--- config.mk ---
export PLATFORM = sky130hd
export DESIGN_NAME = gdcsr_regs
export DESIGN_NICKNAME = d
export VERILOG_FILES = /design/src/verilog/gdcsr_pkg.sv /design/src/verilog/gdcsr_sync.sv /design/src/verilog/gdcsr_regs.sv
export SDC_FILE = /design/constraint.sdc
export NUM_CORES = 1
export LEC_CHECK = 0
export ABC_AREA = 1
export BUFFER_PORTS_ARGS = -buffer_cell sky130_fd_sc_hd__buf_2
export CORE_ASPECT_RATIO = 0.75
export CORE_MARGIN = 5
export CORE_UTILIZATION = 40
export CTS_BUF_LIST = sky130_fd_sc_hd__clkbuf_8
export CTS_CLUSTER_SIZE = 10
export DETAILED_ROUTE_END_ITERATION = 6
export PLACE_DENSITY = 0.64
export SLEW_MARGIN = 10
export SYNTH_ARGS = -nofsm -noshare
export SYNTH_HDL_FRONTEND = slang
export SYNTH_SLANG_ARGS = --single-unit
--- constraint.sdc ---
create_clock -name mclk_in -period 9.6 [get_ports mclk_in]
set_clock_uncertainty 0.15 [all_clocks]
set_input_delay 0.48 -clock mclk_in [delete_from_list [all_inputs] [get_ports mclk_in]]
set_output_delay 0.48 -clock mclk_in [all_outputs]
set_load 0.02 [all_outputs]
--- src/verilog/gdcsr_pkg.sv ---
package gdcsr_pkg;

  // Register select codes on the register access port
  localparam logic [1:0] SEL_TIMING_CFG = 2'h0;
  localparam logic [1:0] SEL_SUPPLY_STAT = 2'h1;
  localparam logic [1:0] SEL_FAULT_STAT = 2'h2;

  // Field layout of driver_timing_config
  localparam int DT_LSB = 2;
  localparam int DT_W = 3;
  localparam int BLANK_LSB = 0;
  localparam int BLANK_W = 2;
  localparam int CFG_W = 5;
  localparam logic [CFG_W-1:0] CFG_RESET = 5'h00;

  // Bit positions in ldo_gate_fault_status
  localparam int LDO5_UV_BIT = 5;
  localparam int BOR_WARN_BIT = 4;
  localparam int OC_FAULT_BIT = 3;
  localparam int GATE_UV_BIT = 2;
  localparam logic BOR_WARN_RESET = 1'b1;

  // Status flag input widths
  localparam int SUPPLY_W = 8;
  localparam int FLAG_W = 11;

  // Timing figures in ns and clock period
  localparam int CLK_PERIOD_NS = 20;
  localparam int DT_MAX_NS = 2000;
  localparam int DT_STEP_NS = 250;
  localparam int BLANK_MAX_NS = 4000;
  localparam int CNT_W = 8;

  // Dead-time cycles, rounded up as a least time
  function automatic logic [CNT_W-1:0] dt_cycles(input logic [DT_W-1:0] code);
    int ns;
    ns = DT_MAX_NS - int'(code) * DT_STEP_NS;
    return CNT_W'((ns + CLK_PERIOD_NS - 1) / CLK_PERIOD_NS);
  endfunction : dt_cycles

  // Blanking cycles, halving per code step
  function automatic logic [CNT_W-1:0] blank_cycles(input logic [BLANK_W-1:0] code);
    int ns;
    ns = BLANK_MAX_NS >> code;
    return CNT_W'((ns + CLK_PERIOD_NS - 1) / CLK_PERIOD_NS);
  endfunction : blank_cycles

  // Gate phase states
  typedef enum logic [3:0] {
    ST_LOW = 4'b0001,
    ST_DEAD_UP = 4'b0010,
    ST_HIGH = 4'b0100,
    ST_DEAD_DOWN = 4'b1000
  } gdcsr_state_type;

endpackage : gdcsr_pkg

--- src/verilog/gdcsr_sync.sv ---
`timescale 1ns/1ns
module gdcsr_sync #(
  parameter int WIDTH = 8
) (
  input wire logic mclk_in,
  input wire logic srst_in,
  input wire logic [WIDTH-1:0] async_in,
  output logic [WIDTH-1:0] sync_out
);

  typedef struct packed {
    logic [WIDTH-1:0] stage1;
    logic [WIDTH-1:0] stage2;
  } gdcsr_sync_state_type;

  gdcsr_sync_state_type s_q;
  gdcsr_sync_state_type s_d;

  // Two-stage chain; first stage feeds only the second
  always_comb begin
    s_d = s_q;
    s_d.stage1 = async_in;
    s_d.stage2 = s_q.stage1;
  end

  // State register
  always_ff @(posedge mclk_in) begin
    if (srst_in) begin
      s_q <= '0;
    end else begin
      s_q <= s_d;
    end
  end

  assign sync_out = s_q.stage2;

endmodule : gdcsr_sync

--- src/verilog/gdcsr_regs.sv ---
`timescale 1ns/1ns
// Notes on behaviour
// [RULE_01] Bits 4:2 set opposing-drive gap, 250ns steps
// [RULE_02] Codes 000..111 give 2000 down to 250ns
// [RULE_03] Bits 1:0 blanking: 4000,2000,1000,500 ns
// [RULE_04] Bits 7:5 read zero, writes ignored
// [RULE_05] Status0 bit 6 shows buck low warning
// [RULE_06] All status flags synchronised before reading
module gdcsr_regs (
  input wire logic mclk_in,
  input wire logic srst_in,
  input wire logic reg_wr_in,
  input wire logic reg_rd_in,
  input wire logic [1:0] reg_sel_in,
  input wire logic [7:0] reg_wdata_in,
  output logic [7:0] reg_rdata_out,
  output logic reg_rvalid_out,
  input wire logic [gdcsr_pkg::SUPPLY_W-1:0] supply_flags_in,
  input wire logic ldo5_uv_in,
  input wire logic gate_uv_in,
  input wire logic overcurrent_in,
  input wire logic pwm_in,
  output logic high_gate_out,
  output logic low_gate_out,
  output logic blank_active_out,
  output logic oc_fault_out
);
  import gdcsr_pkg::*;

  ////////////////////////////////////////////////////////////////////////////
  // Status flag synchronisation

  logic [FLAG_W-1:0] flags_sync;
  logic [SUPPLY_W-1:0] supply_sync;
  logic ldo5_sync;
  logic gate_uv_sync;
  logic oc_sync;

  // Every external flag passes two flops first
  // Flags are levels, so a late capture only costs one cycle
  gdcsr_sync #(
    .WIDTH(FLAG_W)
  ) u_flag_sync (
    .mclk_in(mclk_in),
    .srst_in(srst_in),
    .async_in({overcurrent_in, gate_uv_in, ldo5_uv_in, supply_flags_in}),
    .sync_out(flags_sync)
  ); // [RULE_06]

  // Split synchronised flags
  assign supply_sync = flags_sync[SUPPLY_W-1:0];
  assign ldo5_sync = flags_sync[SUPPLY_W];
  assign gate_uv_sync = flags_sync[SUPPLY_W+1];
  assign oc_sync = flags_sync[SUPPLY_W+2];

  ////////////////////////////////////////////////////////////////////////////
  // Block state

  typedef struct packed {
    gdcsr_state_type st;
    logic [CNT_W-1:0] dt_cnt;
    logic [CNT_W-1:0] blank_cnt;
    logic [CFG_W-1:0] cfg;
    logic bor_warn;
    logic high;
    logic low;
    logic blank;
    logic oc;
    logic [7:0] rdata;
    logic rvalid;
  } gdcsr_core_type;

  gdcsr_core_type c_q;
  gdcsr_core_type c_d;

  logic [DT_W-1:0] dt_code;
  logic [BLANK_W-1:0] blank_code;
  logic [CNT_W-1:0] dt_len;
  logic [CNT_W-1:0] blank_len;
  logic [7:0] fault_word;
  logic cfg_write;
  logic gate_on;

  // Field decode and cycle lengths
  assign dt_code = c_q.cfg[DT_LSB +: DT_W];
  assign blank_code = c_q.cfg[BLANK_LSB +: BLANK_W];
  assign dt_len = dt_cycles(dt_code); // [RULE_01] [RULE_02]
  assign blank_len = blank_cycles(blank_code); // [RULE_03]
  assign cfg_write = reg_wr_in && (reg_sel_in == SEL_TIMING_CFG);

  // Fault status word, unimplemented bits zero
  // Overcurrent bit uses the blank-qualified flop, matching the pin
  always_comb begin
    fault_word = 8'h00;
    fault_word[LDO5_UV_BIT] = ldo5_sync;
    fault_word[BOR_WARN_BIT] = c_q.bor_warn;
    fault_word[OC_FAULT_BIT] = c_q.oc;
    fault_word[GATE_UV_BIT] = gate_uv_sync;
  end

  ////////////////////////////////////////////////////////////////////////////
  // Next-state logic

  always_comb begin
    c_d = c_q;
    gate_on = 1'b0;

    // Only the five implemented bits store
    if (cfg_write) begin
      c_d.cfg = reg_wdata_in[CFG_W-1:0]; // [RULE_04]
      c_d.bor_warn = 1'b0;
    end

    // Dead-time insertion between opposing drives
    // Gap length is latched at gap start; a config write mid-gap waits
    // A reversal inside the gap returns to the old side at once
    case (c_q.st)
      ST_LOW: begin
        if (pwm_in) begin
          c_d.st = ST_DEAD_UP;
          c_d.low = 1'b0;
          c_d.dt_cnt = dt_len - 8'h01; // [RULE_01]
        end
      end
      ST_DEAD_UP: begin
        if (!pwm_in) begin
          c_d.st = ST_LOW;
          c_d.low = 1'b1;
          gate_on = 1'b1;
        end else if (c_q.dt_cnt == 8'h00) begin
          c_d.st = ST_HIGH;
          c_d.high = 1'b1;
          gate_on = 1'b1;
        end else begin
          c_d.dt_cnt = c_q.dt_cnt - 8'h01;
        end
      end
      ST_HIGH: begin
        if (!pwm_in) begin
          c_d.st = ST_DEAD_DOWN;
          c_d.high = 1'b0;
          c_d.dt_cnt = dt_len - 8'h01; // [RULE_01]
        end
      end
      ST_DEAD_DOWN: begin
        if (pwm_in) begin
          c_d.st = ST_HIGH;
          c_d.high = 1'b1;
          gate_on = 1'b1;
        end else if (c_q.dt_cnt == 8'h00) begin
          c_d.st = ST_LOW;
          c_d.low = 1'b1;
          gate_on = 1'b1;
        end else begin
          c_d.dt_cnt = c_q.dt_cnt - 8'h01;
        end
      end
      default: begin
        c_d.st = ST_LOW;
        c_d.high = 1'b0;
        c_d.low = 1'b1;
      end
    endcase

    // Blanking window after each gate turn-on
    if (gate_on) begin
      c_d.blank = 1'b1;
      c_d.blank_cnt = blank_len - 8'h01; // [RULE_03]
    end else if (c_q.blank) begin
      if (c_q.blank_cnt == 8'h00) begin
        c_d.blank = 1'b0;
      end else begin
        c_d.blank_cnt = c_q.blank_cnt - 8'h01;
      end
    end

    // Overcurrent ignored while blanking
    c_d.oc = oc_sync && !c_q.blank; // [RULE_03]

    // Register read, answered one cycle later
    // Same-cycle write and read returns the old config
    c_d.rvalid = reg_rd_in;
    if (reg_rd_in) begin
      case (reg_sel_in)
        SEL_TIMING_CFG: c_d.rdata = {3'h0, c_q.cfg}; // [RULE_04]
        SEL_SUPPLY_STAT: c_d.rdata = supply_sync; // [RULE_05] [RULE_06]
        SEL_FAULT_STAT: c_d.rdata = fault_word; // [RULE_06]
        default: c_d.rdata = 8'h00;
      endcase
    end
  end

  ////////////////////////////////////////////////////////////////////////////
  // State register

  always_ff @(posedge mclk_in) begin
    if (srst_in) begin
      c_q.st <= ST_LOW;
      c_q.dt_cnt <= 8'h00;
      c_q.blank_cnt <= 8'h00;
      c_q.cfg <= CFG_RESET;
      c_q.bor_warn <= BOR_WARN_RESET;
      c_q.high <= 1'b0;
      c_q.low <= 1'b1;
      c_q.blank <= 1'b0;
      c_q.oc <= 1'b0;
      c_q.rdata <= 8'h00;
      c_q.rvalid <= 1'b0;
    end else begin
      c_q <= c_d;
    end
  end

  // Outputs straight from flops
  assign reg_rdata_out = c_q.rdata;
  assign reg_rvalid_out = c_q.rvalid;
  assign high_gate_out = c_q.high;
  assign low_gate_out = c_q.low;
  assign blank_active_out = c_q.blank;
  assign oc_fault_out = c_q.oc;

endmodule : gdcsr_regs

* After elaboration in Yosys (flattened, before gate mapping)
Index checks and enable logic that the tools add are counted.
Storage, ports and cells: logic and storage cells 89, input bits 26, bits in registers 61
Operators by class: mux-type cells 31, reduce and logical (&&, ||, !) cells 13, bitwise operators 2, eq/ne operators 17, $add $sub $neg 9, multipliers 1, div/mod/pow operators 2, shift operators 1
Operators by type and width (count):
- $div 32x6->32 const B | 2
- $mux 8 | 6
- $add 32x6->32 const B | 1
- $pmux 8 s4 | 1
- $shr 12x2->32 const A | 1
- $sub 32x2->32 const B | 1
- $sub 8x1->8 const B | 4
- $mux 12 | 2
- $pmux 8 s3 | 1
- $ne 2x2->1 const B | 9
- $logic_not 8->1 | 2
- $mux 4 | 4
- $pmux 4 s4 | 1
- $reduce_and 5->1 | 3
- $sub 13x2->14 const B | 1
- $add 12x6->13 const B | 1
- $mux 1 | 13
- $sub 11x11->12 const A | 1
- $mul 3x7->10 const B | 1
- $pmux 1 s4 | 2
- $ne 3x3->1 const B | 2
- $eq 4x1->1 const B | 1
- $eq 4x2->1 const B | 1
- $eq 4x3->1 const B | 1
- 12 further kinds | 14

* Depth between registers and ports, before layout
Gate-level depths: netlist of run 1.
word-level depth 8, depth in mapped cells 72

* Modules after synthesis
Synthesis of run 1 repeated with hierarchy kept, for this count alone.
Unflattened totals: cells, all modules 890, area, all modules 5534.1 µm²
Modules (own cells, without submodules):
- gdcsr_regs | area an instance 4906.0 µm², seq. area each 780.7 µm², instances 1, cells each 822
- gdcsr_sync | area an instance 628.1 µm², seq. area each 440.4 µm², instances 1, cells each 68

* Worst setup path before layout of run 1
OpenSTA, ideal clock, no wires.
path kind flip-flop to flip-flop, start register c_q[16] (netlist bit), end register c_q[34] (netlist bit), data arrival time 7.623 ns, slack 1.718 ns, stages on the path, launching flop included 66, clock period less this slack 7.882 ns, buffers on the path 1, cell sequence dfxtp_1 > buf_6 > inv_1 > fa_1 > inv_2 > nand2_2 > and2_1 > ha_1 > inv_1 > nand2_1 > inv_1 > fa_1 > xnor2_1 > inv_1 > nor2_8 > nand2_2 > nand2_1 > nand2_1 > [30 not listed] > nor2_2 > nand3_1 > inv_1 > ha_1 > nor2_1 > or2_2 > nand3_1 > o21ai_0 > nor2_1 > inv_1 > nor2_1 > nand3_1 > nor2_1 > nand3_1 > nand2_1 > nand3_1 > nand2_1 > inv_1
On the way: longest elaborated chain between the ends 8, elaborated cells between the ends (all ways) 9, classes of those cells 4 x add/sub; 1 x mul; 1 x div; 3 x mux
RTL lines:
- start, declared | line gdcsr_regs.sv:73 | gdcsr_core_type c_q;
- $mul 3x7->10 * | line gdcsr_pkg.sv:37 | ns = DT_MAX_NS - int'(code) * DT_STEP_NS;
- $sub 11x11->12 * | line gdcsr_pkg.sv:37
- $add 12x6->13 * | line gdcsr_pkg.sv:38 | return CNT_W'((ns + CLK_PERIOD_NS - 1) / CLK_PERIOD_NS);
- $sub 13x2->14 * | line gdcsr_pkg.sv:38
- $div 32x6->32 * | line gdcsr_pkg.sv:38
- $sub 8x1->8 * | line gdcsr_regs.sv:122, gdcsr_regs.sv:142
- $mux 12, on equally long branches | line gdcsr_regs.sv:139, gdcsr_regs.sv:119
- $pmux 8 s4 * | line gdcsr_regs.sv:117 | case (c_q.st)
Every way passes the cells marked *; elsewhere a longest branch is shown, timed or not. The select of a mux whose other input is x is not followed. A chain may end at the register's enable or synchronous reset.

* Final worst setup path of run 1
start register c_q[17] (netlist bit), end register c_q[33] (netlist bit)
The elaborated chain is that of the path after synthesis.

==> results of run 1 <==
-- layout make-up --
class,count,share of cell area (%)
multi-input combinational,586,57.2
sequential,61,20.6
inverter,170,10.8
timing repair buffer,46,4.34
tap,171,3.60
clock buffer,9,2.08
clock inverter,7,1.37
-- registers in the layout, indices dropped and copies added, names as in the netlist --
name	cells
reg_rdata_out	8
blank_active_out	1
u_flag_sync.sync_out	11
high_gate_out	1
c_q	24
oc_fault_out	1
reg_rvalid_out	1
u_flag_sync.s_d	11
low_gate_out	1
blank_code	2
-- logic make-up (layout without fill, tap and decap cells) --
| kind of cell | after synthesis | after routing | share of synthesized area [%] |
|---|---|---|---|
| AO/OA/AOI/OAI | 108 | 108 | 12.6 |
| XOR/XNOR | 14 | 14 | 2.29 |
| adder cells (fa/ha/maj) | 28 | 28 | 6.95 |
| buffers and inverters | 193 | 232 | 14.4 |
| flip-flops | 61 | 61 | 22.8 |
| AND/OR/NAND/NOR | 436 | 436 | 40.9 |
-- worst max-delay path by stage --
stage	start	slack [ps]	endpoint	cells past startpoint
after floorplan	c_q[16]	1720	c_q[34]	65
after global placement	c_q[17]	590	c_q[34]	63
after detailed placement	c_q[17]	540	c_q[34]	63
after CTS	c_q[17]	510	c_q[34]	63
after global routing	c_q[17]	-20	c_q[34]	65
final	c_q[17]	850	c_q[33]	64
-- through the flow --
step / total power, mW / util (%) / setup slack, ps
finish: 1.45 / 45.5 / 847
global route: 1.62 / 45.5 / -23.3
CTS: 1.46 / 44.8 / 514
detailed placement: 1.21 / 43.2 / 542
global placement: 1.21 / 43.2 / 594
floorplan: 1.06 / - / 1720
-- critical path: cells and delay by family, from the launching register on --
| family | cells | cell delay, ps |
|---|---|---|
| compound gates | 4 | 620 |
| simple gates | 43 | 4660 |
| fa+ha+maj | 6 | 1940 |
| buf+inv | 11 | 830 |
| flops | 1 | 420 |
-- metal layers --
metal / global-route usage (%) / part of all wire [%] / vias to the layer above
met2: 22.9 / 40 / 77
met4: 2.62 / 0.43 / 0
met1: 23.2 / 56 / 2154
li1: - / - / 2736
met5: 0 / 0 / -
met3: 3.75 / 4.0 / 4
-- Yosys cell counts, types with 6 or more instances --
library cell,n,share of area (%)
sky130_fd_sc_hd__a21oi_1,29,2.7
sky130_fd_sc_hd__buf_4,8,1.1
sky130_fd_sc_hd__clkbuf_1,11,0.77
sky130_fd_sc_hd__dfxtp_1,61,23
sky130_fd_sc_hd__ha_1,25,5.8
sky130_fd_sc_hd__inv_1,145,10
sky130_fd_sc_hd__inv_2,23,1.6
sky130_fd_sc_hd__nand2_1,192,13
sky130_fd_sc_hd__nand2_2,25,2.9
sky130_fd_sc_hd__nand2_4,6,1.3
sky130_fd_sc_hd__nand3_1,61,5.7
sky130_fd_sc_hd__nand3_2,12,2.2
sky130_fd_sc_hd__nand4_1,25,2.9
sky130_fd_sc_hd__nor2_1,72,5.0
sky130_fd_sc_hd__nor2_4,9,1.9
sky130_fd_sc_hd__nor3_1,9,0.84
sky130_fd_sc_hd__o211ai_1,10,1.4
sky130_fd_sc_hd__o21ai_0,35,3.3
sky130_fd_sc_hd__xor2_1,11,1.8
-- power groups by stage --
stage,registers [mW],clock network (mW),logic [mW]
finish,0.306,0.237,0.912
global route,0.310,0.256,1.05
CTS,0.306,0.244,0.905
floorplan,0.310,0,0.754
detailed placement,0.312,0,0.901
global placement,0.311,0,0.895
-- what timing repair did --
action | in CTS | in global routing
setup buffers | 0 | 7
setup endpoints to repair | 0 | 5
resized for setup | 0 | 11
==> parameters.txt, run 1 <==
Parameter                              Value

Cells and area
  Count of fill cells added during filler insertion ... 1353
  Antenna Diode Count ... 0
  Layout overhead on the synthesized area ... 10.8%
  Multi-input combinational cell area ... ~3400 um^2
  Area occupied by registers ... 1220 um^2
  Most common cell after layout, fill and taps aside ... sky130_fd_sc_hd__nand2_1
  Final std cell area, no fill ... 5940 um^2
  Total Nets Final ... approximately 930
  Number of standard cells in the layout, taps in and fillers out ... 1050
  Fraction of final layout cells with drive strength greater than 1 ... between 10% and 20%
  Commonest cells after routing, fill and taps aside ... sky130_fd_sc_hd__nand2_1 (191), sky130_fd_sc_hd__inv_1 (143), sky130_fd_sc_hd__nor2_1 (71), sky130_fd_sc_hd__nand3_1 (61), sky130_fd_sc_hd__dfxtp_1 (60)

Worst setup path
  Biggest cell delay along the critical path ... 600 ps
  Nature of the critical path endpoint ... flip-flop
  Startpoint kind of the worst setup timing path ... flip-flop
  Worst path most repeated cell ... sky130_fd_sc_hd__nand2_1
  Cell with the largest stage delay on the worst path ... sky130_fd_sc_hd__fa_2
  R2r endpoint ... c_q[33]
  WP data arrival ... roughly 9000 ps
  Beginning of the worst register-to-register path ... c_q[17]
  Worst reg-to-reg path cell count ... 64
  Setup CP Type ... reg2reg
  Minimum setup slack among reg-to-reg paths ... 850 ps
  Worst-path fanout max ... 7
  Data required time at the worst endpoint ... 9690 ps

STA
  Hold violation total from the final report ... 0
  Final Max Slew Viols ... 0
  Minimum clock period ... 8750 ps
  Worst max-slew margin expressed relative to the limit ... 36.2%
  Maximum clock frequency ... 114 MHz
  Period Utilization, post-route ... 91.2%
  Least-Margin Pin Slew ... 954 ps
  Hold_ws ... 179 ps
  Final setup fails ... 0
  Total negative slack ... 0 ps

Pwr
  Leakage power figure ... roughly 3.2 nW
  Total power density per cell area ... 245 nW/um^2
  Peak supply drop ... approximately 0.11 mV
  Fraction of power consumed by the clock network ... roughly 16%
  Part of the total power dissipated in combinational logic ... 62.7%
  Switching Share ... approximately 50%
  Internal power ... approximately 710 uW
  Power dissipated by switching net loads ... 741 uW
  Sequential share of power ... 21.1%

Floorplanning
  Width of the chip ... 144 um
  Effective utilization at floorplan ... 41.1%
  Die footprint ... about 16000 um^2
  Site Rows ... 36
  Die height ... 110 um
  Core Area ... 13100 um^2
  Number of placed I/O pins ... 39

Hold path
  Cells on Worst Hold Path ... 3
  Classification of the worst-slack hold path ... in2reg
  Worst Hold Launch ... supply_flags_in[7]
  Endpoint with the worst hold slack ... u_flag_sync.s_d[7]

Synthesis
  Post-synth net total ... 894
  Synthesis warning total ... 0
  Total of flip-flops plus latches after synthesis ... 61
  Cells after Synth ... 840
  Netlist area before placement ... 5360 um^2
  Number of synthesized flops with an enable pin ... 0
  Yosys cell types ... between 50 and 60
  Async set-reset flop share out of synthesis ... 0%
  Most instantiated flip-flop cell in the synthesis netlist ... sky130_fd_sc_hd__dfxtp_1
  Portion of the post-synthesis area used by sequential elements ... a little under a quarter
  Post-Synthesis Mean Instance Area ... 6.38 um^2

GRT
  Via count of the first global-routing pass ... 4502
  Remaining global-route overflow ... 0
  Initial antenna violation count ... 0
  Combined global-route utilization of all metal layers ... 15.5%
  Global-route wire length before repair ... 20.4 mm
  Maximum number of pins on one net before global-route repair ... 36

Clock network
  Root buffer cell ... sky130_fd_sc_hd__clkbuf_8
  Clock latency of the later-clocked register in the worst-skew pair ... 340 ps
  Number of buffers created by CTS ... 9
  Clock transition time at the flip-flop clock pins of the worst setup and hold paths ... about 80 ps
  Clock sink count ... just over 60
  Hold buffers post-CTS ... 0
  TritonCTS clock tree ... built
  Level count of the clock H-tree ... 3
  Longest Clk Path Bufs ... 2

Placement
  Count of placed standard cells including taps ... roughly 1000
  Gp weighted congestion ... just under 0.9
  Total of buffers placed on input and output ports ... 35
  Placed wire-length estimate after detailed placement ... 8.91 mm
  Post-place instance area ... 5650 um^2

Drt
  Count of routing violations after the opening detailed-route iteration ... 262
  Final WL ... 11.5 mm
  Wire length per cell after detailed routing ... 10.9 um
  Length of the first detailed-routing pass in iterations ... 5
  Antenna viol nets, final ... 0
  Via density per instance ... 4.73
  Post-route DRC violation count ... 0
  Total via count after detailed routing ... about 5000

Run
  Maximum Capacitance Violations ... 0

Outcome
  Outcome ... complete, no violations
Power figures use the tool's default switching activity.
==> inputs of run 2 (changes only) <==
--- a/config.mk
+++ b/config.mk
@@ -13,7 +13,7 @@
 export CTS_BUF_LIST = sky130_fd_sc_hd__clkbuf_8
 export CTS_CLUSTER_SIZE = 10
 export DETAILED_ROUTE_END_ITERATION = 6
-export PLACE_DENSITY = 0.64
+export PLACE_DENSITY = 0.66
 export SLEW_MARGIN = 10
 export SYNTH_ARGS = -nofsm -noshare
 export SYNTH_HDL_FRONTEND = slang
==> constraint.sdc (replaced) <==
create_clock -name mclk_in -period 7.7 [get_ports mclk_in]
set_clock_uncertainty 0.15 [all_clocks]
set_input_delay 0.385 -clock mclk_in [delete_from_list [all_inputs] [get_ports mclk_in]]
set_output_delay 0.385 -clock mclk_in [all_outputs]
set_load 0.02 [all_outputs]
==> parameters.txt, run 2 (synthesis gave the netlist of run 1 again) <==
Parameter                              Value

GRT
  Via count of the first global-routing pass ... 5191 (+15%)
  Remaining global-route overflow ... 0 (unchanged)
  Global-route wire length before repair ... 23.0 mm (+13%)
  Combined global-route utilization of all metal layers ... 17.3% (+1.8 points)
  Maximum number of pins on one net before global-route repair ... 36 (unchanged)
  Initial antenna violation count ... 0 (unchanged)

Floorplanning
  Number of placed I/O pins ... 39 (unchanged)
  Width of the chip ... 144 um (unchanged)
  Core Area ... 13100 um^2 (unchanged)
  Effective utilization at floorplan ... 41.1% (unchanged)
  Die height ... 110 um (unchanged)
  Site Rows ... 36 (unchanged)
  Die footprint ... 15800 um^2 (unchanged)

STA
  Period Utilization, post-route ... 102% (+11 points)
  Minimum setup slack in the final design ... -187 ps (-1030 ps)
  Minimum clock period ... 7890 ps (-866 ps)
  Total negative slack ... -764 ps (-764 ps)
  Maximum clock frequency ... 127 MHz (+11%)
  Worst max-slew margin expressed relative to the limit ... 46.2% (+10 points)
  Final Max Slew Viols ... 0 (unchanged)
  Hold violation total from the final report ... 0 (unchanged)
  Least-Margin Pin Slew ... 806 ps (-148 ps)
  Final setup fails ... 6 (+6)
  Unrepaired setup endpoints after global routing ... yes

Clock network
  Number of buffers created by CTS ... 9 (unchanged)
  Level count of the clock H-tree ... 3 (unchanged)
  Hold buffers post-CTS ... 0 (unchanged)
  Root buffer cell ... sky130_fd_sc_hd__clkbuf_8
  Longest Clk Path Bufs ... 2 (unchanged)
  Clock sink count ... 61 (unchanged)
  TritonCTS clock tree ... built
  Clock transition time at the flip-flop clock pins of the worst setup and hold paths ... 80 ps (about the same)
  Clock latency of the later-clocked register in the worst-skew pair ... 350 ps (about the same)

Run
  Maximum Capacitance Violations ... 0 (unchanged)

Placement
  Placed wire-length estimate after detailed placement ... 9.49 mm (+6.5%)
  Total of buffers placed on input and output ports ... 35 (unchanged)
  Worst Setup Slack post-DPL ... -398 ps (-939 ps)
  Gp weighted congestion ... 0.883 (+1.2%)
  Post-place instance area ... 6210 um^2 (+10%)

Drt
  Via density per instance ... 4.75 (+0.42%)
  Total via count after detailed routing ... 5477 (+10%)
  Antenna viol nets, final ... 0 (unchanged)
  Count of routing violations after the opening detailed-route iteration ... 385 (+47%)
  Wire length per cell after detailed routing ... 11.5 um (+5.5%)
  Final WL ... 13.3 mm (+16%)
  Post-route DRC violation count ... 0 (unchanged)
  Length of the first detailed-routing pass in iterations ... 4 (-1)

Cells and area
  Most flop-heavy register ... c_q
  Fraction of final layout cells with drive strength greater than 1 ... 35.5% (+16 points)
  Most common cell after layout, fill and taps aside ... sky130_fd_sc_hd__nand2_1
  Antenna Diode Count ... 0 (unchanged)
  Commonest cells after routing, fill and taps aside ... sky130_fd_sc_hd__nand2_1 (165), sky130_fd_sc_hd__inv_1 (132), sky130_fd_sc_hd__buf_4 (109), sky130_fd_sc_hd__nor2_1 (60), sky130_fd_sc_hd__dfxtp_1 (58)
  Multi-input combinational cell area ... 3830 um^2 (+13%)
  Count of fill cells added during filler insertion ... 1233 (-8.9%)
  Max reg flops ... 24 (unchanged)
  Total Nets Final ... 1030 (+11%)
  Final std cell area, no fill ... 7190 um^2 (+21%)
  Area occupied by registers ... 1220 um^2 (unchanged)
  Layout overhead on the synthesized area ... 34.1%

Pwr
  Leakage power figure ... 3.75 nW (+18%)
  Peak supply drop ... 0.150 mV (+41%)
  Total design power ... 2.31 mW (+59%)
  Total power density per cell area ... 322 nW/um^2 (+31%)

Worst setup path
  Worst-path fanout max ... 6 (-1)
  Cell with the largest stage delay on the worst path ... sky130_fd_sc_hd__fa_2
  Worst reg-to-reg path cell count ... 60 (-6.3%)
  R2r endpoint ... c_q[29]
  Minimum setup slack among reg-to-reg paths ... -190 ps (-1030 ps)
  Data required time at the worst endpoint ... 7770 ps (-1920 ps)
  Startpoint kind of the worst setup timing path ... flip-flop
  Nature of the critical path endpoint ... flip-flop
  Setup CP Type ... reg2reg
  Worst path most repeated cell ... sky130_fd_sc_hd__nand2_2
  Biggest cell delay along the critical path ... 570 ps (-30 ps)
  WP data arrival ... 7960 ps (-890 ps)
  Beginning of the worst register-to-register path ... c_q[16]

Hold path
  Endpoint with the worst hold slack ... u_flag_sync.s_d[1]
  Classification of the worst-slack hold path ... in2reg
  Worst Hold Launch ... supply_flags_in[1]
  Cells on Worst Hold Path ... 3 (unchanged)

Outcome
  Failing checks ... negative setup slack
  Outcome ... finished, violations left
-- run 2: cell type report --
| type | instances | area share [%] |
|---|---|---|
| inverters | 170 | 9.10 |
| clock inverters | 6 | 1.30 |
| flip-flops and latches | 61 | 17.0 |
| clock buffers | 10 | 1.91 |
| multi-input cells | 586 | 53.2 |
| well taps | 171 | 2.97 |
| repair buffers | 148 | 14.4 |
-- run 2: critical path: cells and delay by family (launching register included) --
kind / cells / cell delay (ps)
DFF: 1 / 360
AOI/OAI and AO/OA: 5 / 570
adders and majority gates: 6 / 1900
and+or+nand+nor: 34 / 3510
buffers and inverters: 15 / 1320
-- run 2: routing by layer --
layer | vias up | share of wire, % | global-route usage (%)
li1 | 2952 | - | -
met1 | 2427 | 52 | 24.3
met2 | 86 | 43 | 27.4
met3 | 12 | 3.8 | 3.75
met4 | 0 | 0.96 | 3.49
met5 | - | 0 | 0
-- run 2: metrics by stage --
step	hold WS (ps)	util, %	std cells
2_1_floorplan	238	-	840
3_3_place_gp	239	47.6	1098
3_5_place_dp	242	47.6	1098
4_1_cts	72.3	53.4	1147
5_1_grt	71.3	55.1	1152
6_report	85.0	55.1	1152
-- run 2: worst max-delay path by stage --
stage                     cells past startpoint  startpoint      end  slack, ps
after global placement                       62     c_q[18]  c_q[34]       -260
final                                        60     c_q[16]  c_q[29]       -190
after detailed placement                     63     c_q[16]  c_q[33]       -400
after global routing                         62     c_q[16]  c_q[33]       -760
after floorplan                              65     c_q[16]  c_q[33]        -20
after CTS                                    63     c_q[16]  c_q[33]       -180
-- run 2: report_power, final --
group          internal (mW)  leakage, nW  switching (mW)
Sequential             0.357        0.503          0.0232
Combinational          0.664         3.14           0.940
Clock                  0.193        0.113           0.136
-- run 2: timing repair --
action | 4_1_cts | 5_1_grt
pin swaps | 70 | 63
setup buffers | 33 | 6
resized for setup | 74 | 46
endpoints found under the setup margin | 5 | 8
==> inputs of run 3 (changes only) <==
--- a/config.mk
+++ b/config.mk
@@ -6,7 +6,7 @@
 export NUM_CORES = 1
 export LEC_CHECK = 0
 export ABC_AREA = 1
-export BUFFER_PORTS_ARGS = -buffer_cell sky130_fd_sc_hd__buf_2
+export BUFFER_PORTS_ARGS = -buffer_cell sky130_fd_sc_hd__clkbuf_2
 export CORE_ASPECT_RATIO = 0.75
 export CORE_MARGIN = 5
 export CORE_UTILIZATION = 40
==> parameters.txt, run 3 (synthesis gave the netlist of run 1 again) <==
Parameter                              Value

Drt
  Total via count after detailed routing ... 5555 (+1.4%)
  Final WL ... 13.4 mm (+1.3%)
  Wire length per cell after detailed routing ... 11.7 um (+1.3%)
  Length of the first detailed-routing pass in iterations ... 6 (+2)
  Count of routing violations after the opening detailed-route iteration ... 345 (-10%)
  Antenna viol nets, final ... 0 (unchanged)
  Post-route DRC violation count ... 0 (unchanged)
  Via density per instance ... 4.82 (+1.4%)

Pwr
  Peak supply drop ... 0.167 mV (+12%)
  Total design power ... 2.32 mW (+0.39%)
  Total power density per cell area ... 326 nW/um^2 (+1.3%)
  Leakage power figure ... 3.71 nW (-1.2%)

Worst setup path
  Worst-path fanout max ... 6 (unchanged)
  Cell with the largest stage delay on the worst path ... sky130_fd_sc_hd__fa_2
  Biggest cell delay along the critical path ... 570 ps (about the same)
  WP data arrival ... 8140 ps (+180 ps)
  Startpoint kind of the worst setup timing path ... flip-flop
  Setup CP Type ... reg2reg
  Nature of the critical path endpoint ... flip-flop
  Data required time at the worst endpoint ... 7800 ps (+30 ps)

Outcome
  Outcome ... finished, violations left
  Failing checks ... negative setup slack

Cells and area
  Core utilization of the finished layout ... 54.6% (-0.51 points)
  Max reg flops ... 24 (unchanged)
  Most flop-heavy register ... c_q
  Most common cell after layout, fill and taps aside ... sky130_fd_sc_hd__nand2_1
  Fraction of final layout cells with drive strength greater than 1 ... 35.4% (-0.10 points)
  Commonest cells after routing, fill and taps aside ... sky130_fd_sc_hd__nand2_1 (160), sky130_fd_sc_hd__inv_1 (137), sky130_fd_sc_hd__buf_4 (107), sky130_fd_sc_hd__nor2_1 (60), sky130_fd_sc_hd__dfxtp_1 (58)
  Total Nets Final ... 1030 (unchanged)
  Antenna Diode Count ... 0 (unchanged)
  Layout overhead on the synthesized area ... 32.9%

GRT
  Maximum number of pins on one net before global-route repair ... 36 (unchanged)
  Global-route wire length before repair ... 22.8 mm (-0.57%)
  Combined global-route utilization of all metal layers ... 17.3% (+0.052 points)
  Initial antenna violation count ... 0 (unchanged)
  Via count of the first global-routing pass ... 5164 (-0.52%)
  Remaining global-route overflow ... 0 (unchanged)

Placement
  Total of buffers placed on input and output ports ... 35 (unchanged)
  Placed wire-length estimate after detailed placement ... 9.64 mm (+1.6%)
  Gp weighted congestion ... 0.907 (+2.6%)

STA
  Minimum setup slack in the final design ... -339 ps (-153 ps)
  Minimum clock period ... 8040 ps (+153 ps)
  Total negative slack ... -1410 ps (-648 ps)
  Maximum clock frequency ... 124 MHz (-1.9%)
  Hold violation total from the final report ... 0 (unchanged)
  Final Max Slew Viols ... 0 (unchanged)
  Worst max-slew margin expressed relative to the limit ... 25.0% (-21 points)
  Least-Margin Pin Slew ... 1120 ps (+315 ps)
  Unrepaired setup endpoints after global routing ... yes
  Period Utilization, post-route ... 104% (+2.0 points)
  Final setup fails ... 5 (-1)

Clock network
  TritonCTS clock tree ... built
  Clock latency of the later-clocked register in the worst-skew pair ... 350 ps (about the same)
  Level count of the clock H-tree ... 3 (unchanged)
  Clock sink count ... 61 (unchanged)
  Longest Clk Path Bufs ... 2 (unchanged)
  Root buffer cell ... sky130_fd_sc_hd__clkbuf_8
  Number of buffers created by CTS ... 9 (unchanged)
  Clock transition time at the flip-flop clock pins of the worst setup and hold paths ... 70 ps (about the same)

Run
  Maximum Capacitance Violations ... 0 (unchanged)

Floorplanning
  Die height ... 110 um (unchanged)
  Effective utilization at floorplan ... 41.1% (unchanged)
  Number of placed I/O pins ... 39 (unchanged)
  Die footprint ... 15800 um^2 (unchanged)
  Site Rows ... 36 (unchanged)
  Core Area ... 13100 um^2 (unchanged)
  Width of the chip ... 144 um (unchanged)

Hold path
  Classification of the worst-slack hold path ... in2reg
## run 3: final timing paths
check                     start                      end  slack [ps]  cells past startpoint
min reg2reg  u_flag_sync.s_d[2]  u_flag_sync.sync_out[2]         250                      2
min          supply_flags_in[2]       u_flag_sync.s_d[2]          60                      3
max reg2reg             c_q[16]                  c_q[33]        -340                     60
max                     c_q[16]                  c_q[33]        -340                     60
## run 3: layer usage
metal	routed length, um	up-vias	global-route usage (%)
li1	-	2949	-
met1	6740	2501	24.2
met3	547	15	3.75
met2	5970	90	27.4
met5	0	-	0
met4	169	0	4.30
## run 3: stage by stage
stage	area, um^2	setup WS (ps)	hold WS (ps)	instances
final	7130	-339	59.1	1152
after global routing	7130	-1000	57.3	1152
after CTS	6830	-178	44.8	1145
after detailed placement	6240	-394	242	1101
after global placement	6240	-291	240	1101
after floorplan	5400	-15.3	238	840
## run 3: area by class of cell
type / count / area (um^2)
Sequential cell: 61 / 1220
Inverter: 170 / 647
Multi-Input combinational cell: 586 / 3790
Timing Repair Buffer: 148 / 1050
Fill cell: 1258 / 5940
Clock inverter: 6 / 70.1
Tap cell: 171 / 214
Clock buffer: 10 / 138
## run 3: where the power goes
group	total (mW)	switching [mW]	internal [mW]
Combinational	1.64	0.944	0.694
Sequential	0.383	0.0254	0.357
Clock	0.301	0.140	0.160
Total	2.32	1.11	1.21
## run 3: what timing repair did
| item | 4_1_cts | 5_1_grt |
|---|---|---|
| gates resized for setup | 44 | 63 |
| setup endpoints to repair | 5 | 8 |
| buffers inserted | 29 | 7 |
| hold buffers | 0 | 0 |
| pin swaps | 26 | 46 |
## run 3: worst max-delay path: cells and delay by family (launching register included)
family,cells,cell delay [ps]
and+or+nand+nor,40,4300
adders and majority gates,5,1580
buffers and inverters,11,1040
AOI/OAI and AO/OA,4,520
DFF,1,350
